[src/rtl/ssf_pkg.sv]
// ****************************************************************
// serial status flags: shared constants and carriers
// ****************************************************************
package ssf_pkg;

  // ****************************************************************
  // register map (byte addresses, one aligned word each)
  // ****************************************************************
  localparam logic [3:0] SSF_OFF_STATUS = 4'h0;
  localparam logic [3:0] SSF_OFF_DATA   = 4'h4;
  localparam logic [3:0] SSF_OFF_CTRL   = 4'h8;

  // ****************************************************************
  // status bit positions and reset values
  // ****************************************************************
  localparam int SSF_BIT_TX_EMPTY = 7;
  localparam int SSF_BIT_TX_DONE  = 6;
  localparam int SSF_BIT_RX_FULL  = 5;
  localparam int SSF_BIT_IDLE    = 4;
  localparam int SSF_BIT_OVERRUN = 3;
  localparam int SSF_BIT_NOISE   = 2;
  localparam int SSF_BIT_FRAME   = 1;
  localparam int SSF_BIT_PARITY  = 0;
  localparam logic [7:0] SSF_STATUS_RESET = 8'hc0;
  localparam logic [7:0] SSF_RX_MASK      = 8'h3f;
  localparam logic [7:0] SSF_TX_MASK      = 8'hc0;
  localparam logic [8:0] SSF_CTRL_RESET   = 9'h000;

  // ****************************************************************
  // idle character time and sampling, in bit times and samples
  // ****************************************************************
  localparam logic [3:0] SSF_IDLE_BITS_8 = 4'ha;
  localparam logic [3:0] SSF_IDLE_BITS_9 = 4'hb;
  localparam int         SSF_START_SAMPLES = 7;
  localparam int         SSF_BIT_SAMPLES   = 3;

  localparam logic [1:0] SSF_RESP_OKAY   = 2'h0;
  localparam logic [1:0] SSF_RESP_DECERR = 2'h3;

  // control register, bit 0 upward in declaration order from the bottom
  typedef struct packed {
    logic lin_break_detect_on;
    logic rx_full_irq_on;
    logic tx_empty_irq_on;
    logic idle_count_select;
    logic nine_bit_select;
    logic parity_odd;
    logic parity_on;
    logic tx_on;
    logic send_break_request;
  } ssf_ctrl_t;

  // events from the receive shifter and sampler
  typedef struct packed {
    logic       sample_strobe;
    logic       sample_start;
    logic [6:0] samples;
    logic       bit_tick;
    logic       line;
    logic       start_done;
    logic       stop_done;
    logic       char_ready;
    logic [8:0] data;
    logic       parity_bit;
    logic       stop_bit;
  } ssf_rx_t;

  typedef struct packed {
    logic [7:0] status;
    logic [7:0] arm;
    ssf_ctrl_t  ctrl;
    logic [8:0] rx_data;
    logic [8:0] tx_data;
    logic       noise_acc;
    logic [3:0] idle_cnt;
    logic       idle_run;
    logic       idle_armed;
    logic       done_cond;
    logic       irq;
    logic       aw_have;
    logic       w_have;
    logic [3:0] awaddr;
    logic [31:0] wdata;
    logic [3:0] wstrb;
    logic       awready;
    logic       wready;
    logic       bvalid;
    logic [1:0] bresp;
    logic       arready;
    logic       rvalid;
    logic [31:0] rdata;
    logic [1:0] rresp;
  } ssf_state_t;

endpackage

[src/rtl/ssf_status_flags.sv]
// Function
// - tx_buffer_empty_flag sets at reset and when buffer moves into shifter.
// - tx_buffer_empty_flag clears on status read showing it, then data write.
// - tx_complete_flag sets at reset and when buffer empty and shifter idle.
// - tx_complete_flag clears after status read, then data write, tx_on rise or break.
// - rx_buffer_full_flag sets when a received character enters the data register.
// - rx_buffer_full_flag clears on status read showing it, then data read.
// - idle flag sets after a full character time of high line, 10 or 11 bits.
// - idle_count_select 0: idle counting starts right after the start bit.
// - idle_count_select 1: idle counting starts only after the stop bit.
// - idle clears by status then data read; sets again only after new character.
// - overrun sets when new character arrives unread; new character is dropped.
// - overrun clears on status read showing it, then data read.
// - seven start samples, three per bit; disagreement sets noise with full flag.
// - noise clears on status read then data read.
// - framing error sets with full flag when stop bit samples low.
// - framing error clears on status read showing it, then data read.
// - parity error sets with full flag on parity mismatch while parity_on.
// - parity error clears on status read then data read.
// - status register is read only; writes to it change nothing.
// - tx_empty_irq_on raises interrupt request while buffer empty flag is set.
// - rx_full_irq_on raises interrupt request while buffer full flag is set.
// - lin_break_detect_on keeps framing error and buffer full from setting.
//
// Added by the designer: the AXI4-Lite slave port and the placing of the registers.
module ssf_status_flags
  import ssf_pkg::*;
#(
  parameter int ADDR_W = 4
) (
  // clock and reset
  input  wire  logic                   clk,
  input  wire  logic                   rst,
  // axi4-lite write address and data
  input  wire  logic [ADDR_W-1:0]      s_axi_awaddr,
  input  wire  logic                   s_axi_awvalid,
  output logic                         s_axi_awready,
  input  wire  logic [31:0]            s_axi_wdata,
  input  wire  logic [3:0]             s_axi_wstrb,
  input  wire  logic                   s_axi_wvalid,
  output logic                         s_axi_wready,
  // axi4-lite write response
  output logic [1:0]                   s_axi_bresp,
  output logic                         s_axi_bvalid,
  input  wire  logic                   s_axi_bready,
  // axi4-lite read
  input  wire  logic [ADDR_W-1:0]      s_axi_araddr,
  input  wire  logic                   s_axi_arvalid,
  output logic                         s_axi_arready,
  output logic [31:0]                  s_axi_rdata,
  output logic [1:0]                   s_axi_rresp,
  output logic                         s_axi_rvalid,
  input  wire  logic                   s_axi_rready,
  // transmit datapath
  input  wire  logic                   tx_load,
  input  wire  logic                   tx_busy,
  output logic [8:0]                   tx_data,
  // receive datapath
  input  wire  ssf_pkg::ssf_rx_t       rx,
  // control and status to the rest of the interface
  output ssf_pkg::ssf_ctrl_t           ctrl,
  output logic [7:0]                   status,
  output logic                         irq_request
);
  import ssf_pkg::*;

  if (ADDR_W != 4) begin : g_check
    $error("ssf_status_flags: ADDR_W must be 4");
  end

  // ****************************************************************
  // helpers
  // ****************************************************************
  function automatic logic all_same(input logic [6:0] s, input logic start);
    logic [6:0] m;
    m = start ? 7'h7f : 7'h07;
    all_same = ((s & m) == 7'h00) || ((s & m) == m);
  endfunction

  ssf_state_t st;
  ssf_state_t n;

  logic       aw_hs;
  logic       w_hs;
  logic       ar_hs;
  logic       wr_do;
  logic [3:0] wr_addr;
  logic [31:0] wr_data;
  logic [3:0] wr_strb;
  logic       data_wr;
  logic       ctrl_wr;
  logic       stat_wr;
  logic       data_rd;
  logic       stat_rd;
  logic       tx_on_rise;
  logic       brk_wr;
  logic       rx_take;
  logic       rx_lost;
  logic       done_now;
  logic [7:0] set;
  logic [7:0] clr;
  ssf_ctrl_t  wr_ctrl;

  // ****************************************************************
  // bus decode
  // ****************************************************************
  assign aw_hs   = s_axi_awvalid & st.awready;
  assign w_hs    = s_axi_wvalid & st.wready;
  assign ar_hs   = s_axi_arvalid & st.arready;
  // either channel may arrive first; the write acts once both are held
  assign wr_do   = (st.aw_have | aw_hs) & (st.w_have | w_hs) & ~st.bvalid;
  assign wr_addr = st.aw_have ? st.awaddr : s_axi_awaddr;
  assign wr_data = st.w_have ? st.wdata : s_axi_wdata;
  assign wr_strb = st.w_have ? st.wstrb : s_axi_wstrb;
  assign data_wr = wr_do & (wr_addr == SSF_OFF_DATA);
  assign ctrl_wr = wr_do & (wr_addr == SSF_OFF_CTRL);
  assign stat_wr = wr_do & (wr_addr == SSF_OFF_STATUS);
  assign data_rd = ar_hs & (s_axi_araddr == SSF_OFF_DATA);
  assign stat_rd = ar_hs & (s_axi_araddr == SSF_OFF_STATUS);

  always_comb begin
    wr_ctrl = st.ctrl;
    if (wr_strb[0]) begin
      wr_ctrl[7:0] = wr_data[7:0];
    end
    if (wr_strb[1]) begin
      wr_ctrl[8] = wr_data[8];
    end
  end

  assign tx_on_rise = ctrl_wr & wr_ctrl.tx_on & ~st.ctrl.tx_on;
  assign brk_wr     = ctrl_wr & wr_ctrl.send_break_request;

  // ****************************************************************
  // flag events
  // ****************************************************************
  // a character arriving under break detection is neither stored nor flagged
  assign rx_take     = rx.char_ready & ~st.ctrl.lin_break_detect_on &
                       ~st.status[SSF_BIT_RX_FULL];
  assign rx_lost     = rx.char_ready & ~st.ctrl.lin_break_detect_on &
                       st.status[SSF_BIT_RX_FULL];
  // edge of the idle condition, so a pending clear is not undone forever
  assign done_now    = st.status[SSF_BIT_TX_EMPTY] & ~tx_busy;

  always_comb begin
    set = 8'h00;
    set[SSF_BIT_TX_EMPTY] = tx_load;
    set[SSF_BIT_TX_DONE]  = done_now & ~st.done_cond;
    set[SSF_BIT_RX_FULL]  = rx_take;
    set[SSF_BIT_OVERRUN] = rx_lost;
    set[SSF_BIT_NOISE] = rx_take & (st.noise_acc |
                         (rx.sample_strobe & ~all_same(rx.samples, rx.sample_start)));
    set[SSF_BIT_FRAME] = rx_take & ~rx.stop_bit;
    set[SSF_BIT_PARITY] = rx_take & st.ctrl.parity_on &
                          (rx.parity_bit != ((^(rx.data & {st.ctrl.nine_bit_select, 8'hff}))
                                             ^ st.ctrl.parity_odd));
    set[SSF_BIT_IDLE] = st.idle_armed & st.idle_run & (st.idle_cnt ==
                        (st.ctrl.nine_bit_select ? SSF_IDLE_BITS_9 : SSF_IDLE_BITS_8));
    clr = 8'h00;
    clr[SSF_BIT_TX_EMPTY] = data_wr & st.arm[SSF_BIT_TX_EMPTY];
    clr[SSF_BIT_TX_DONE]  = (data_wr | tx_on_rise | brk_wr) & st.arm[SSF_BIT_TX_DONE];
    // one data read clears every armed receive flag
    if (data_rd) begin
      clr = clr | (st.arm & SSF_RX_MASK);
    end
  end

  // ****************************************************************
  // next state
  // ****************************************************************
  always_comb begin
    n = st;
    // status has no write path at all
    n.status = (st.status & ~clr) | set;
    // arm only what the status read saw set; set wins over clear
    n.arm = (st.arm & ~clr) | (stat_rd ? st.status : 8'h00);
    n.done_cond = done_now;
    if (rx_take) begin
      n.rx_data = rx.data;
      n.idle_armed = 1'b1;
    end
    // frame noise: reset by the start bit, gathered over every bit
    if (rx.sample_strobe) begin
      n.noise_acc = (rx.sample_start ? 1'b0 : st.noise_acc) |
                    ~all_same(rx.samples, rx.sample_start);
    end
    if (rx.char_ready) begin
      n.noise_acc = 1'b0;
    end
    // ******** idle line counting ********
    if (rx.start_done) begin
      n.idle_run = ~st.ctrl.idle_count_select;
      n.idle_cnt = 4'h0;
    end else if (rx.stop_done && st.ctrl.idle_count_select) begin
      n.idle_run = 1'b1;
      n.idle_cnt = 4'h0;
    end else if (set[SSF_BIT_IDLE]) begin
      n.idle_armed = 1'b0;
      n.idle_run = 1'b0;
    end else if (st.idle_run && rx.bit_tick) begin
      n.idle_cnt = rx.line ? 4'(st.idle_cnt + 4'h1) : 4'h0;
    end
    if (!rx.line && !rx.start_done) begin
      n.idle_cnt = 4'h0;
    end
    // ******** register writes ********
    if (aw_hs) begin
      n.aw_have = 1'b1;
      n.awaddr = s_axi_awaddr;
    end
    if (w_hs) begin
      n.w_have = 1'b1;
      n.wdata = s_axi_wdata;
      n.wstrb = s_axi_wstrb;
    end
    if (wr_do) begin
      n.aw_have = 1'b0;
      n.w_have = 1'b0;
      n.bvalid = 1'b1;
      n.bresp = (data_wr | ctrl_wr | stat_wr) ? SSF_RESP_OKAY : SSF_RESP_DECERR;
      if (ctrl_wr) begin
        n.ctrl = wr_ctrl;
      end
      if (data_wr) begin
        if (wr_strb[0]) begin
          n.tx_data[7:0] = wr_data[7:0];
        end
        if (wr_strb[1]) begin
          n.tx_data[8] = wr_data[8];
        end
      end
    end else if (st.bvalid && s_axi_bready) begin
      n.bvalid = 1'b0;
    end
    n.awready = ~n.aw_have & ~n.bvalid;
    n.wready = ~n.w_have & ~n.bvalid;
    // ******** register reads ********
    if (ar_hs) begin
      n.rvalid = 1'b1;
      n.rresp = SSF_RESP_OKAY;
      n.rdata = 32'h0000_0000;
      unique case (s_axi_araddr)
        SSF_OFF_STATUS: n.rdata[7:0] = st.status;
        SSF_OFF_DATA:   n.rdata[8:0] = st.rx_data;
        SSF_OFF_CTRL:   n.rdata[8:0] = st.ctrl;
        default:        n.rresp = SSF_RESP_DECERR;
      endcase
    end else if (st.rvalid && s_axi_rready) begin
      n.rvalid = 1'b0;
    end
    n.arready = ~n.rvalid;
    // ******** interrupt request ********
    n.irq = (n.ctrl.tx_empty_irq_on & n.status[SSF_BIT_TX_EMPTY]) |
            (n.ctrl.rx_full_irq_on & n.status[SSF_BIT_RX_FULL]);
  end

  // ****************************************************************
  // state register
  // ****************************************************************
  always_ff @(posedge clk) begin
    if (rst) begin
      st <= '0;
      st.status <= SSF_STATUS_RESET;
      st.ctrl <= SSF_CTRL_RESET;
      st.done_cond <= 1'b1;
      st.awready <= 1'b1;
      st.wready <= 1'b1;
      st.arready <= 1'b1;
    end else begin
      st <= n;
    end
  end

  assign s_axi_awready = st.awready;
  assign s_axi_wready  = st.wready;
  assign s_axi_bvalid  = st.bvalid;
  assign s_axi_bresp   = st.bresp;
  assign s_axi_arready = st.arready;
  assign s_axi_rvalid  = st.rvalid;
  assign s_axi_rdata   = st.rdata;
  assign s_axi_rresp   = st.rresp;
  assign tx_data       = st.tx_data;
  assign ctrl          = st.ctrl;
  assign status        = st.status;
  assign irq_request   = st.irq;
endmodule

[config.mk]
export PLATFORM = sky130hd
export DESIGN_NAME = ssf_status_flags
export DESIGN_NICKNAME = d
export VERILOG_FILES = /design/src/rtl/ssf_pkg.sv /design/src/rtl/ssf_status_flags.sv
export SDC_FILE = /design/constraint.sdc
export NUM_CORES = 1
export LEC_CHECK = 0
export BUFFER_PORTS_ARGS = -buffer_cell sky130_fd_sc_hd__clkbuf_2
export CAP_MARGIN = 30
export CORE_MARGIN = 2
export CORE_UTILIZATION = 50
export CTS_CLUSTER_SIZE = 8
export DETAILED_ROUTE_END_ITERATION = 16
export PLACE_DENSITY_LB_ADDON = 0.2
export SLEW_MARGIN = 20
export SYNTH_ARGS = -nofsm -noshare
export SYNTH_HDL_FRONTEND = slang
export SYNTH_SLANG_ARGS = --single-unit
[constraint.sdc]
create_clock -name clk -period 2 [get_ports clk]
set_input_delay 0.1 -clock clk [delete_from_list [all_inputs] [get_ports clk]]
set_output_delay 0.1 -clock clk [all_outputs]
set_load 0.01 [all_outputs]
==> results.md <==
Yosys
* 0 — fraction of registers with async set or reset after synthesis
* sky130_fd_sc_hd__dfxtp_1 — library cell with the largest summed area after synthesis
* 85 — number of synthesized register bits
* 85 x sky130_fd_sc_hd__dfxtp_1, 75 x sky130_fd_sc_hd__nand2_1, 62 x sky130_fd_sc_hd__buf_4, 44 x sky130_fd_sc_hd__nor2_1, 40 x sky130_fd_sc_hd__a21oi_1 — top post-synthesis cells by count
* sky130_fd_sc_hd__dfxtp_1 42%, sky130_fd_sc_hd__buf_4 11%, sky130_fd_sc_hd__nand2_1 6.9% — Area contributors post-synth
* 0 — Yosys warning total
* sky130_fd_sc_hd__dfxtp_1 — dominant register cell in the synthesized netlist
* 8.52 µm² — Mean Syn Cell Area
* sky130_fd_sc_hd__dfxtp_1 — most frequent cell after synthesis
* 0 — number of enable flip-flop cells after synthesis
* 0.417 — sequential-to-total area share from yosys stat
* 49 — number of unique standard cell types used by synthesis
* 479 — synthesized instance count
* 0.417 — portion of synthesized cell area occupied by the leading cell type
* 0.00408 mm² — area of the mapped netlist

Floorplanning
* 0.00781 mm² — area of the core
* 94.3 µm — Chip Height
* 0.00890 mm² — total die area
* 32 — Placement Rows
* 0.523 — initial core utilization
* 94.3 µm — Die W
* 146 — ports placed on the boundary

STA
* no — unrepaired setup endpoints after global routing
* 0.00770 ns — final setup skew
* 1.84 ns — min cycle time layout
* 0 — Final Hold Viols
* 0 — Slew Viols, Final
* 0 ns — total negative setup slack
* 0.919 — final cycle utilization of the critical path
* 0 — final setup violation count
* 0.544 GHz — Max Clk Rate
* 0.591 — Relative slew margins
* 0.0206 ns — worst hold margin
* 0.613 ns — actual slew at the worst max-slew pin

Pwr
* 2.08 nW — static leakage
* 3.69 mW — overall power consumption
* 762 mW/mm² — cell area power density
* 0.572 mV — worst voltage drop across the vdd grid

Run
* 0 — max-capacitance violation count

Placed design
* 0.814 — last weighted congestion value of the routability-driven placer
* 97 — Buffers on Ports
* 6620 µm — DP Wirelength
* 635 — Cell Count Post-Placement

CTS
* 0.08 ns — clock slew seen by the registers of the worst setup and hold paths
* 0.36 ns — Clk Latency, worst-skew pair
* 9 — clock buffers created by TritonCTS
* 3 — H-Tree Depth
* 2 — buffers from clock root to sink, at most
* yes — clock tree from TritonCTS
* 85 — CTS sink cnt
* 0 — number of buffers inserted by post-CTS setup repair
* sky130_fd_sc_hd__clkbuf_8 — root buffer cell

Finish
* 647 — net count of the finished layout
* 0.00193 mm² — multi-input combinational cell area
* 675 — final instance count without filler cells
* 0.00170 mm² — area used by sequential logic in the layout
* 18.7% — layout overhead on the synthesized area
* 0 — # diodes
* 693 — fill count
* 0.262 — fraction of final layout cells with drive strength greater than 1

Critical path
* 2.09 ns — critical path data arrival time
* reg -> reg — start-to-end type of the worst setup path
* 5 — Crit Path Max Fanout
* 2.25 ns — Crit path required time
* flop — crit path capture type
* flop — startpoint types

GRT
* 0.211 — aggregate global-route resource usage
* 0 — initial antenna violation count
* 0 — overall overflow remaining after global route
* 14800 µm — first-pass GRT wire length
* 3210 — number of global-route vias before repair
* 38 — maximum number of pins on one net before global-route repair

Detailed routing
* 9220 µm — overall routed net length
* 158 — DRC marker count from the first detailed-route iteration
* 0 — drt drc
* 13.7 µm — average routed wire per standard cell
* 0 — ANT nets after route
* 5.08 — vias per std cell
* 4 — Initial DRT Pass Iterations
* 3428 — vias after detailed routing

Outcome
* finished clean — outcome

Min path
* in -> reg — classification of the worst-slack hold path

==> state kept, by name, indices dropped and copies added (netlist names) <==
name,flops
st,42
ctrl,9
s_axi_rdata,9
tx_data,9
status,8
irq_request,1
s_axi_arready,1
s_axi_awready,1
s_axi_bresp,1
s_axi_bvalid,1
s_axi_rresp,1
s_axi_rvalid,1
s_axi_wready,1
==> metrics by stage <==
step / utilization / setup WS [ns] / instance area (µm²)
floorplan: - / 0.107 / 4160
global placement: 0.561 / 0.0720 / 4380
detailed placement: 0.561 / 0.0489 / 4380
CTS: 0.617 / 0.0238 / 4810
global route: 0.621 / 0.0259 / 4840
finish: 0.621 / 0.161 / 4840
==> critical path, stage by stage, from the launching register on <==
cell	delay, ns
sky130_fd_sc_hd__dfxtp_1	0.40
sky130_fd_sc_hd__a21oi_2	0.07
sky130_fd_sc_hd__or3_4	0.40
sky130_fd_sc_hd__buf_4	0.17
sky130_fd_sc_hd__a211oi_2	0.27
sky130_fd_sc_hd__o21ai_0	0.13
sky130_fd_sc_hd__a211o_1	0.29
==> timing repair <==
item	4_1_cts	5_1_grt
endpoints found under the setup margin	0	11
resized for setup	0	6
hold buffers	24	0
hold endpoints to repair	24	0
==> worst paths after layout <==
path                            start                   end  slack, ns  cells past startpoint
setup / recovery    st[82]$_SDFF_PP0_  status[6]$_SDFF_PP1_       0.16                      6
hold / removal        s_axi_awaddr[3]   st[80]$_SDFFE_PP0P_       0.02                      3
setup reg to reg    st[82]$_SDFF_PP0_  status[6]$_SDFF_PP1_       0.16                      6
hold reg to reg   st[52]$_SDFFE_PP0P_   st[52]$_SDFFE_PP0P_       0.45                      2
==> kinds of logic (layout without fill, tap and decap cells) <==
group / Yosys count / in the layout / share of synthesized area
flops: 85 / 85 / 0.417
compound gates: 88 / 88 / 0.131
fa+ha+maj: 1 / 1 / 0.00307
other cells: 1 / 23 / 0.000919
mux: 35 / 35 / 0.0892
simple gates: 171 / 171 / 0.193
buf+inv: 85 / 157 / 0.138
xor+xnor: 13 / 13 / 0.0279
==> per-layer routing <==
metal / up-vias / part of all wire / global-route usage / routed length [µm]
li1: 1724 / - / - / -
met1: 1579 / 0.45 / 0.272 / 4170
met2: 115 / 0.47 / 0.352 / 4320
met3: 10 / 0.063 / 0.0399 / 585
met4: 0 / 0.016 / 0.0797 / 145
met5: - / 0 / 0 / 0
==> cells in the final DEF (no fill, tap or decap), types with 4 or more instances in the layout <==
master and instances:
sky130_fd_sc_hd__a211oi_1 4, sky130_fd_sc_hd__a21oi_1 40, sky130_fd_sc_hd__a22oi_1 16, sky130_fd_sc_hd__buf_4 15, sky130_fd_sc_hd__clkbuf_2 97, sky130_fd_sc_hd__clkbuf_8 13
sky130_fd_sc_hd__conb_1 23, sky130_fd_sc_hd__dfxtp_1 85, sky130_fd_sc_hd__dlygate4sd3_1 24, sky130_fd_sc_hd__mux2_2 7, sky130_fd_sc_hd__mux2i_1 26, sky130_fd_sc_hd__nand2_1 75
sky130_fd_sc_hd__nand2b_1 7, sky130_fd_sc_hd__nand3_1 9, sky130_fd_sc_hd__nor2_1 44, sky130_fd_sc_hd__nor2b_1 4, sky130_fd_sc_hd__nor3_1 7, sky130_fd_sc_hd__o21ai_0 13
sky130_fd_sc_hd__or3_1 4, sky130_fd_sc_hd__xnor2_1 11
==> layout make-up <==
cell class | count | area share
clock buffers | 13 | 0.0369
clock inverters | 3 | 0.00362
inverters | 3 | 0.00232
multi-input cells | 331 | 0.398
flip-flops and latches | 85 | 0.351
well taps | 102 | 0.0263
repair buffers | 138 | 0.181
==> power by group <==
part | internal, mW | leakage (nW) | switching [mW] | total [mW]
sequential | 1.78 | 0.693 | 0.0639 | 1.84
clock | 0.584 | 0.101 | 0.616 | 1.20
combinational | 0.296 | 1.29 | 0.355 | 0.651
No activity file was read; power rests on OpenSTA's default activity.
